==> config.mk <==
export PLATFORM = sky130hd
export DESIGN_NAME = serial_port_control
export DESIGN_NICKNAME = d
export VERILOG_FILES = /design/src/verilog/serial_ctrl_pkg.sv /design/src/verilog/serial_port_control.sv
export SDC_FILE = /design/constraint.sdc
export NUM_CORES = 1
export LEC_CHECK = 0
export BUFFER_PORTS_ARGS = -buffer_cell sky130_fd_sc_hd__buf_2
export CELL_PAD_IN_SITES_DETAIL_PLACEMENT = 1
export CELL_PAD_IN_SITES_GLOBAL_PLACEMENT = 2
export CORE_ASPECT_RATIO = 1.2
export CORE_MARGIN = 5
export CORE_UTILIZATION = 31
export CTS_BUF_LIST = sky130_fd_sc_hd__clkbuf_8
export DETAILED_ROUTE_END_ITERATION = 7
export PLACE_DENSITY_LB_ADDON = 0.1
export SYNTH_ARGS = -nofsm -noshare
export SYNTH_HDL_FRONTEND = slang
export SYNTH_SLANG_ARGS = --single-unit
==> constraint.sdc <==
create_clock -name aclk -period 5 [get_ports aclk]
set_input_delay 0.75 -clock aclk [delete_from_list [all_inputs] [get_ports aclk]]
set_output_delay 0.75 -clock aclk [all_outputs]
set_load 0.02 [all_outputs]
==> src/verilog/serial_ctrl_pkg.sv <==
// Purpose: shared constants and types for the serial port control core
// Assumes: AXI4-Lite register access, 32-bit data
// Notes:   control register layout follows the bit-addressable byte
package serial_ctrl_pkg;

    localparam int unsigned ADDR_W = 12;

    // register byte addresses
    localparam logic [11:0] OFF_CTRL0   = 12'h420;
    localparam logic [11:0] OFF_CTRL1   = 12'h424;
    localparam logic [11:0] OFF_ADDR0   = 12'h428;
    localparam logic [11:0] OFF_ADDR1   = 12'h42c;
    localparam logic [11:0] OFF_IRQ_ST  = 12'h430;
    localparam logic [11:0] OFF_IRQ_CLR = 12'h434;
    localparam logic [11:0] OFF_IRQ_EN  = 12'h438;

    // control register fields
    localparam int unsigned BIT_MODE_HI = 7;
    localparam int unsigned BIT_MODE_LO = 6;
    localparam int unsigned BIT_MP_EN   = 5;
    localparam int unsigned BIT_RX_EN   = 4;
    localparam int unsigned BIT_TX9     = 3;
    localparam int unsigned BIT_RX9     = 2;
    localparam int unsigned BIT_TX_DONE = 1;
    localparam int unsigned BIT_RX_DONE = 0;

    // address register fields: mask in [15:8], address in [7:0]
    localparam int unsigned ADDR_LSB = 0;
    localparam int unsigned MASK_LSB = 8;

    localparam logic [7:0]  CTRL_RESET = 8'h00;
    localparam logic [15:0] ADDR_RESET = 16'h0000;
    localparam logic [3:0]  IRQ_RESET  = 4'h0;

    // irq bit per port p: rx at 2p, tx at 2p+1
    localparam int unsigned IRQ_RX = 0;
    localparam int unsigned IRQ_TX = 1;

    localparam logic [1:0] RESP_OKAY   = 2'b00;
    localparam logic [1:0] RESP_SLVERR = 2'b10;

    typedef enum logic [1:0] {
        MODE_SHIFT = 2'b00,
        MODE_8BIT  = 2'b01,
        MODE_9FIX  = 2'b10,
        MODE_9VAR  = 2'b11
    } mode_type;

    // receiver report of one completed character
    typedef struct packed {
        logic       done;
        logic [7:0] data;
        logic       ninth;
    } rx_event_type;

    // shifter-facing control for one port: mode, tx ninth bit, receive enable
    typedef struct packed {
        mode_type mode;
        logic     tx_ninth;
        logic     rx_enable;
    } port_ctrl_type;

endpackage : serial_ctrl_pkg

==> src/verilog/serial_port_control.sv <==
// Purpose: control and status core of two asynchronous serial ports
// Assumes: shifters and baud logic live outside and report events here
// Notes:   registers over AXI4-Lite; one level interrupt output
//
// How it works
// RQ1: two mode bits pick shift, 8-bit, 9-bit fixed or 9-bit variable.
// RQ2: 9-bit modes with multiproc enable drop rx flag when ninth bit is 0.
// RQ3: 8-bit mode with multiproc enable drops rx flag without valid stop.
// RQ4: 9-bit modes send the tx ninth control bit, single buffered.
// RQ5: rx ninth field gets ninth bit, or stop bit in 8-bit mode unfiltered.
// RQ6: tx done flag sets when transmitter accepts more; software clears.
// RQ7: rx done flag set at character end, filtered; only software clears.
// RQ8: characters are taken only while receive enable is set.
// RQ9: address characters carry ninth bit 1, data characters ninth bit 0.
// RQ10: given address is address AND mask; broadcast is address OR mask.
`timescale 1ns/1ps
`default_nettype none

module serial_port_control #(
    parameter int unsigned PORTS = 2
) (
    input  wire logic                               aclk,
    input  wire logic                               aresetn,
    input  wire logic [serial_ctrl_pkg::ADDR_W-1:0] s_axi_awaddr,
    input  wire logic                               s_axi_awvalid,
    output logic                                    s_axi_awready,
    input  wire logic [31:0]                        s_axi_wdata,
    input  wire logic [3:0]                         s_axi_wstrb,
    input  wire logic                               s_axi_wvalid,
    output logic                                    s_axi_wready,
    output logic [1:0]                              s_axi_bresp,
    output logic                                    s_axi_bvalid,
    input  wire logic                               s_axi_bready,
    input  wire logic [serial_ctrl_pkg::ADDR_W-1:0] s_axi_araddr,
    input  wire logic                               s_axi_arvalid,
    output logic                                    s_axi_arready,
    output logic [31:0]                             s_axi_rdata,
    output logic [1:0]                              s_axi_rresp,
    output logic                                    s_axi_rvalid,
    input  wire logic                               s_axi_rready,
    input  wire serial_ctrl_pkg::rx_event_type [PORTS-1:0] rx_event,
    input  wire logic [PORTS-1:0]                   tx_ready,
    output serial_ctrl_pkg::port_ctrl_type [PORTS-1:0]     port_ctrl,
    output logic                                    irq
);

    ////////////////////////////////////////////////////////////////////////
    // state

    typedef struct packed {
        logic [PORTS-1:0][7:0]  ctrl;
        logic [PORTS-1:0][15:0] addr;
        logic [3:0]             irq_st;
        logic [3:0]             irq_en;
        logic [PORTS-1:0]       tx_rdy_d;
        logic                   aw_held;
        logic [11:0]            aw_addr;
        logic                   w_held;
        logic [31:0]            w_data;
        logic [3:0]             w_strb;
        logic                   bvalid;
        logic [1:0]             bresp;
        logic                   rvalid;
        logic [31:0]            rdata;
        logic [1:0]             rresp;
    } state_type;

    state_type state_reg;
    state_type state_next;

    ////////////////////////////////////////////////////////////////////////
    // helpers

    function automatic logic is_nine(input logic [7:0] c);
        is_nine = c[serial_ctrl_pkg::BIT_MODE_HI]; // see RQ1
    endfunction : is_nine

    function automatic logic [1:0] mode_of(input logic [7:0] c);
        mode_of = {c[serial_ctrl_pkg::BIT_MODE_HI],
                   c[serial_ctrl_pkg::BIT_MODE_LO]}; // see RQ1
    endfunction : mode_of

    function automatic logic [7:0] merge(input logic [7:0] old,
                                         input logic [7:0] nw,
                                         input logic       en);
        merge = en ? nw : old;
    endfunction : merge

    // address filter on an address character
    function automatic logic addr_hit(input logic [15:0] a,
                                      input logic [7:0]  d);
        logic [7:0] sa;
        logic [7:0] sm;
        logic [7:0] bc;
        sa = a[serial_ctrl_pkg::ADDR_LSB +: 8];
        sm = a[serial_ctrl_pkg::MASK_LSB +: 8];
        bc = sa | sm; // see RQ10
        addr_hit = (((d ^ sa) & sm) == 8'h00) ||
                   (((d ^ bc) & bc) == 8'h00); // see RQ10
    endfunction : addr_hit

    ////////////////////////////////////////////////////////////////////////
    // next state

    logic        wr_fire;
    logic        rd_fire;
    logic [11:0] rd_addr;

    always_comb begin
        logic [1:0] md;
        logic       mp;
        logic       take;
        logic       keep;
        int unsigned p;
        md = 2'b00;
        mp = 1'b0;
        take = 1'b0;
        keep = 1'b0;
        p = 0;
        state_next = state_reg;
        rd_addr = s_axi_araddr;

        // write channel capture
        if (s_axi_awvalid && !state_reg.aw_held) begin
            state_next.aw_held = 1'b1;
            state_next.aw_addr = s_axi_awaddr;
        end
        if (s_axi_wvalid && !state_reg.w_held) begin
            state_next.w_held = 1'b1;
            state_next.w_data = s_axi_wdata;
            state_next.w_strb = s_axi_wstrb;
        end
        wr_fire = state_reg.aw_held && state_reg.w_held && !state_reg.bvalid;
        rd_fire = s_axi_arvalid && !state_reg.rvalid;

        // software writes
        if (wr_fire) begin
            state_next.aw_held = 1'b0;
            state_next.w_held  = 1'b0;
            state_next.bvalid  = 1'b1;
            state_next.bresp   = serial_ctrl_pkg::RESP_OKAY;
            unique case (state_reg.aw_addr)
                serial_ctrl_pkg::OFF_CTRL0:
                    state_next.ctrl[0] = merge(state_reg.ctrl[0],
                        state_reg.w_data[7:0], state_reg.w_strb[0]);
                serial_ctrl_pkg::OFF_CTRL1:
                    state_next.ctrl[1] = merge(state_reg.ctrl[1],
                        state_reg.w_data[7:0], state_reg.w_strb[0]);
                serial_ctrl_pkg::OFF_ADDR0:
                    state_next.addr[0] = {
                        merge(state_reg.addr[0][15:8],
                              state_reg.w_data[15:8], state_reg.w_strb[1]),
                        merge(state_reg.addr[0][7:0],
                              state_reg.w_data[7:0], state_reg.w_strb[0])};
                serial_ctrl_pkg::OFF_ADDR1:
                    state_next.addr[1] = {
                        merge(state_reg.addr[1][15:8],
                              state_reg.w_data[15:8], state_reg.w_strb[1]),
                        merge(state_reg.addr[1][7:0],
                              state_reg.w_data[7:0], state_reg.w_strb[0])};
                serial_ctrl_pkg::OFF_IRQ_CLR:
                    if (state_reg.w_strb[0]) begin
                        state_next.irq_st = state_reg.irq_st
                                          & ~state_reg.w_data[3:0];
                    end
                serial_ctrl_pkg::OFF_IRQ_EN:
                    if (state_reg.w_strb[0]) begin
                        state_next.irq_en = state_reg.w_data[3:0];
                    end
                serial_ctrl_pkg::OFF_IRQ_ST: ;
                default:
                    state_next.bresp = serial_ctrl_pkg::RESP_SLVERR;
            endcase
        end
        if (state_reg.bvalid && s_axi_bready) begin
            state_next.bvalid = 1'b0;
        end

        // hardware events; applied after writes so a set wins a clear
        for (p = 0; p < PORTS; p++) begin
            md = mode_of(state_reg.ctrl[p]);
            mp = state_reg.ctrl[p][serial_ctrl_pkg::BIT_MP_EN];
            // rising tx_ready: transmitter can take another byte
            if (tx_ready[p] && !state_reg.tx_rdy_d[p]) begin
                state_next.ctrl[p][serial_ctrl_pkg::BIT_TX_DONE] = 1'b1; // see RQ6
                state_next.irq_st[2*p+serial_ctrl_pkg::IRQ_TX] = 1'b1;
            end
            take = rx_event[p].done
                 && state_reg.ctrl[p][serial_ctrl_pkg::BIT_RX_EN]; // see RQ8
            keep = 1'b1;
            if (mp && is_nine(state_reg.ctrl[p])) begin
                keep = rx_event[p].ninth
                     && addr_hit(state_reg.addr[p], rx_event[p].data); // see RQ2
            end else if (mp && md == serial_ctrl_pkg::MODE_8BIT) begin
                keep = rx_event[p].ninth; // see RQ3
            end
            if (take && keep) begin
                if (md != serial_ctrl_pkg::MODE_SHIFT) begin
                    state_next.ctrl[p][serial_ctrl_pkg::BIT_RX9] =
                        rx_event[p].ninth; // see RQ5
                end
                state_next.ctrl[p][serial_ctrl_pkg::BIT_RX_DONE] = 1'b1; // see RQ7
                state_next.irq_st[2*p+serial_ctrl_pkg::IRQ_RX] = 1'b1;
            end
        end
        state_next.tx_rdy_d = tx_ready;

        // reads
        if (rd_fire) begin
            state_next.rvalid = 1'b1;
            state_next.rresp  = serial_ctrl_pkg::RESP_OKAY;
            state_next.rdata  = 32'h0000_0000;
            unique case (rd_addr)
                serial_ctrl_pkg::OFF_CTRL0:
                    state_next.rdata[7:0] = state_reg.ctrl[0];
                serial_ctrl_pkg::OFF_CTRL1:
                    state_next.rdata[7:0] = state_reg.ctrl[1];
                serial_ctrl_pkg::OFF_ADDR0:
                    state_next.rdata[15:0] = state_reg.addr[0];
                serial_ctrl_pkg::OFF_ADDR1:
                    state_next.rdata[15:0] = state_reg.addr[1];
                serial_ctrl_pkg::OFF_IRQ_ST:
                    state_next.rdata[3:0] = state_reg.irq_st;
                serial_ctrl_pkg::OFF_IRQ_EN:
                    state_next.rdata[3:0] = state_reg.irq_en;
                serial_ctrl_pkg::OFF_IRQ_CLR: ;
                default:
                    state_next.rresp = serial_ctrl_pkg::RESP_SLVERR;
            endcase
        end else if (state_reg.rvalid && s_axi_rready) begin
            state_next.rvalid = 1'b0;
        end
    end

    ////////////////////////////////////////////////////////////////////////
    // registers

    always_ff @(posedge aclk) begin
        if (!aresetn) begin
            state_reg         <= '0;
            state_reg.irq_st  <= serial_ctrl_pkg::IRQ_RESET;
            state_reg.irq_en  <= serial_ctrl_pkg::IRQ_RESET;
            for (int i = 0; i < PORTS; i++) begin
                state_reg.ctrl[i] <= serial_ctrl_pkg::CTRL_RESET;
                state_reg.addr[i] <= serial_ctrl_pkg::ADDR_RESET;
            end
        end else begin
            state_reg <= state_next;
        end
    end

    ////////////////////////////////////////////////////////////////////////
    // outputs

    assign s_axi_awready = !state_reg.aw_held;
    assign s_axi_wready  = !state_reg.w_held;
    assign s_axi_bvalid  = state_reg.bvalid;
    assign s_axi_bresp   = state_reg.bresp;
    assign s_axi_arready = !state_reg.rvalid;
    assign s_axi_rvalid  = state_reg.rvalid;
    assign s_axi_rdata   = state_reg.rdata;
    assign s_axi_rresp   = state_reg.rresp;
    assign irq = |(state_reg.irq_st & state_reg.irq_en);

    genvar g;
    generate
        for (g = 0; g < PORTS; g++) begin : g_port
            assign port_ctrl[g].mode = serial_ctrl_pkg::mode_type'(
                mode_of(state_reg.ctrl[g])); // see RQ1
            assign port_ctrl[g].tx_ninth =
                state_reg.ctrl[g][serial_ctrl_pkg::BIT_TX9]; // see RQ4 RQ9
            assign port_ctrl[g].rx_enable =
                state_reg.ctrl[g][serial_ctrl_pkg::BIT_RX_EN]; // see RQ8
        end
    endgenerate

endmodule : serial_port_control

`default_nettype wire

==> results.toml <==
[timing]
timing.final.ws_setup_ns = 2.54
finalCritPeriodShare_pct = 49.1
slew-limit-headroom_pct = 26.5
tightest_slew_ns = 1.10
fmax_mhz = 407
fin_worst_skew_ns = 0.00996
min_period_ns = 2.46
finalHoldViolCount = 0
rsz0062_at_grt = "no"
tns_ns = 0
slew_viol_final = 0
setup_violations = 0

[synth]
synthArstFlopShare_pct = 0
ys.flop_type = "dfxtp_1"
ys_types = 48
postSynthAreaPerCell_sq_um = 8.86
ys_seq_elements = 110
yosys_warnings = 0
synth-seq-area-share_pct = 42.1
syn_inst = 591
synth_area_sq_mm = 0.00524
synth_edf_count = 0

[cts]
cts.clk_slew.worst_paths_ns = 0.11
cts_inserted_buffers = 9
cts_tree = "done"
clockRootBuffer = "clkbuf_8"
numClockSinks = 110
cts_repair_resize_count = 0
clockBufferDepth = 2
postCtsSetupBuffers = 0
ctsHoldBuffers = 0
clock_latency_ns = 0.39
htreeDepth = 3

[global_routing]
grt_max_degree = 50
grt_util_all_layers_pct = 16.4
overflow = 0
grt_pass1_vias = 4536
antenna_found_initial = 0
grt_pass1_wl_um = 25200

[placed_design]
dp_hpwl_um = 12100
preCtsSetupSlack_ns = 2.39
portBuffers = 102
gp_congestion = 0.859

[route]
final_antenna_net_count = 0
avgViaCountPerCell = 4.85
routed_wl_um = 15800
routed-via-count = 4222
firstDrtPassIters = 4
drt_iter0_drc = 139
wl_per_cell_um = 18.2
drc = 0

[cells_and_area]
largest_reg_flops = 82
ff_latch_area_sq_mm = 0.00220
final_nets = 739
fill_cells = 2005
area_growth_pct = 11.3
n_antenna_cell = 0
multiInputGateArea_sq_mm = 0.00263
drive_above_1_share_pct = 21.5

[power]
power_density_mw_per_mm2 = 274
power_leakage_nw = 2.46
peakVddDrop_mv = 0.107

[critical_path]
reg2reg_slack_ns = 2.54
reg2reg_depth = 5
start_kind = "flop"
crit_path_start = "state_reg[80]"
critPathSlowestCell = "or4_1"
cp_max_fo = 9
r2r_start = "state_reg[80]"
worstPathArrival_ns = 2.75
critPathKind = "flop to flop"
critPathMaxStageDelay_ns = 0.86
crit_chain = "nor3b_1 > nand4_4 > or4_1 > mux2i_1 > a221oi_1"
crit_path_end = "state_reg[132]"
worstReg2RegEnd = "state_reg[132]"
crit_required_ns = 5.29
endpoint_kind = "flop"

[worst_hold_path]
hold_path.class = "flop to flop"

[job]
cap_violations = 0

[die]
die_area_sq_mm = 0.0196
core_sq_mm = 0.0167
rows = 52
die_width_um = 129
die_height_um = 152
num_io_pins = 139
initial_utilization_pct = 31.3

[run_status]
status = "completed"
layer usage:
metal,vias up,GRT usage (%),share of wire (%)
li1,2089,-,-
met1,2045,19.7,42
met2,71,29.6,53
met3,17,2.14,3.4
met4,0,6.05,2.1
met5,-,0,0
where the power goes:
| part | total, mW | leakage (nW) | internal, mW | switching, mW |
|---|---|---|---|---|
| clock network | 0.521 | 0.0907 | 0.198 | 0.323 |
| registers | 0.923 | 0.894 | 0.899 | 0.0241 |
| logic | 0.152 | 1.47 | 0.0538 | 0.0984 |
| total | 1.60 | 2.46 | 1.15 | 0.446 |
critical path: cells and delay by family, from the launching register on:
family	cells	cell delay, ns
AOI/OAI and AO/OA	1	0.28
and+or+nand+nor	3	1.51
DFF	1	0.35
muxes	1	0.22
cell usage after synthesis, types with 8 or more instances:
cell type / count / area share [%]
dfxtp_1: 110 / 42
nand2_1: 82 / 5.9
nor2_1: 79 / 5.7
mux2i_1: 59 / 11
buf_4: 45 / 6.5
a21oi_1: 41 / 3.9
clkbuf_1: 22 / 1.6
a22oi_1: 19 / 2.7
xor2_1: 16 / 2.7
o21ai_0: 15 / 1.4
mux2_2: 9 / 1.9
nand3_1: 8 / 0.76
kinds of logic after synthesis:
| logic type | synth area share (%) |
|---|---|
| and+or+nand+nor | 18.0 |
| AOI/OAI and AO/OA | 13.4 |
| buffers and inverters | 8.87 |
| DFF | 42.1 |
| other | 0.0716 |
| xor gates and xnor gates | 2.68 |
| muxes | 14.9 |
cell type report:
type / count / share of cell area, %
sequential: 110 / 37.8
inverter: 6 / 0.386
tap: 216 / 4.64
timing repair buffer: 103 / 8.89
clock buffer: 10 / 2.36
multi-input combinational: 420 / 45.2
clock inverter: 6 / 0.773
cells in the final DEF (no fill, tap or decap), types with 6 or more instances in the layout:
cell type,Yosys,final
a22oi_1,19,19
mux2i_1,59,59
nor2_1,79,79
o21ai_0,15,15
conb_1,1,18
inv_1,5,6
clkbuf_8,0,10
xor2_1,16,16
nand2_1,82,82
nand2b_1,6,6
o22ai_1,6,6
a21oi_1,41,41
nand3_1,8,8
buf_2,2,102
dfxtp_1,110,110
mux2_2,9,9
o21bai_1,7,7
per-stage QoR:
stage | total power [mW] | cell area, sq um | instances | hold slack (ns) | utilization [%]
floorplan | 1.05 | 5300 | 608 | 0.432 | -
global placement | 1.10 | 5650 | 855 | 0.442 | 33.8
detailed placement | 1.10 | 5650 | 855 | 0.448 | 33.8
CTS | 1.63 | 5830 | 871 | 0.465 | 34.9
global route | 1.67 | 5830 | 871 | 0.491 | 34.9
finish | 1.60 | 5830 | 871 | 0.459 | 34.9
worst min path at each step:
stage / from / end / cells past startpoint
after floorplan: state_reg[80] / state_reg[80] / 2
after global placement: state_reg[75] / state_reg[75] / 2
after detailed placement: s_axi_rdata[6] / s_axi_rdata[6] / 2
after CTS: s_axi_rdata[6] / s_axi_rdata[6] / 2
after global routing: s_axi_rdata[6] / s_axi_rdata[6] / 2
final: s_axi_rdata[6] / s_axi_rdata[6] / 2
Power figures use the tool's default switching activity.
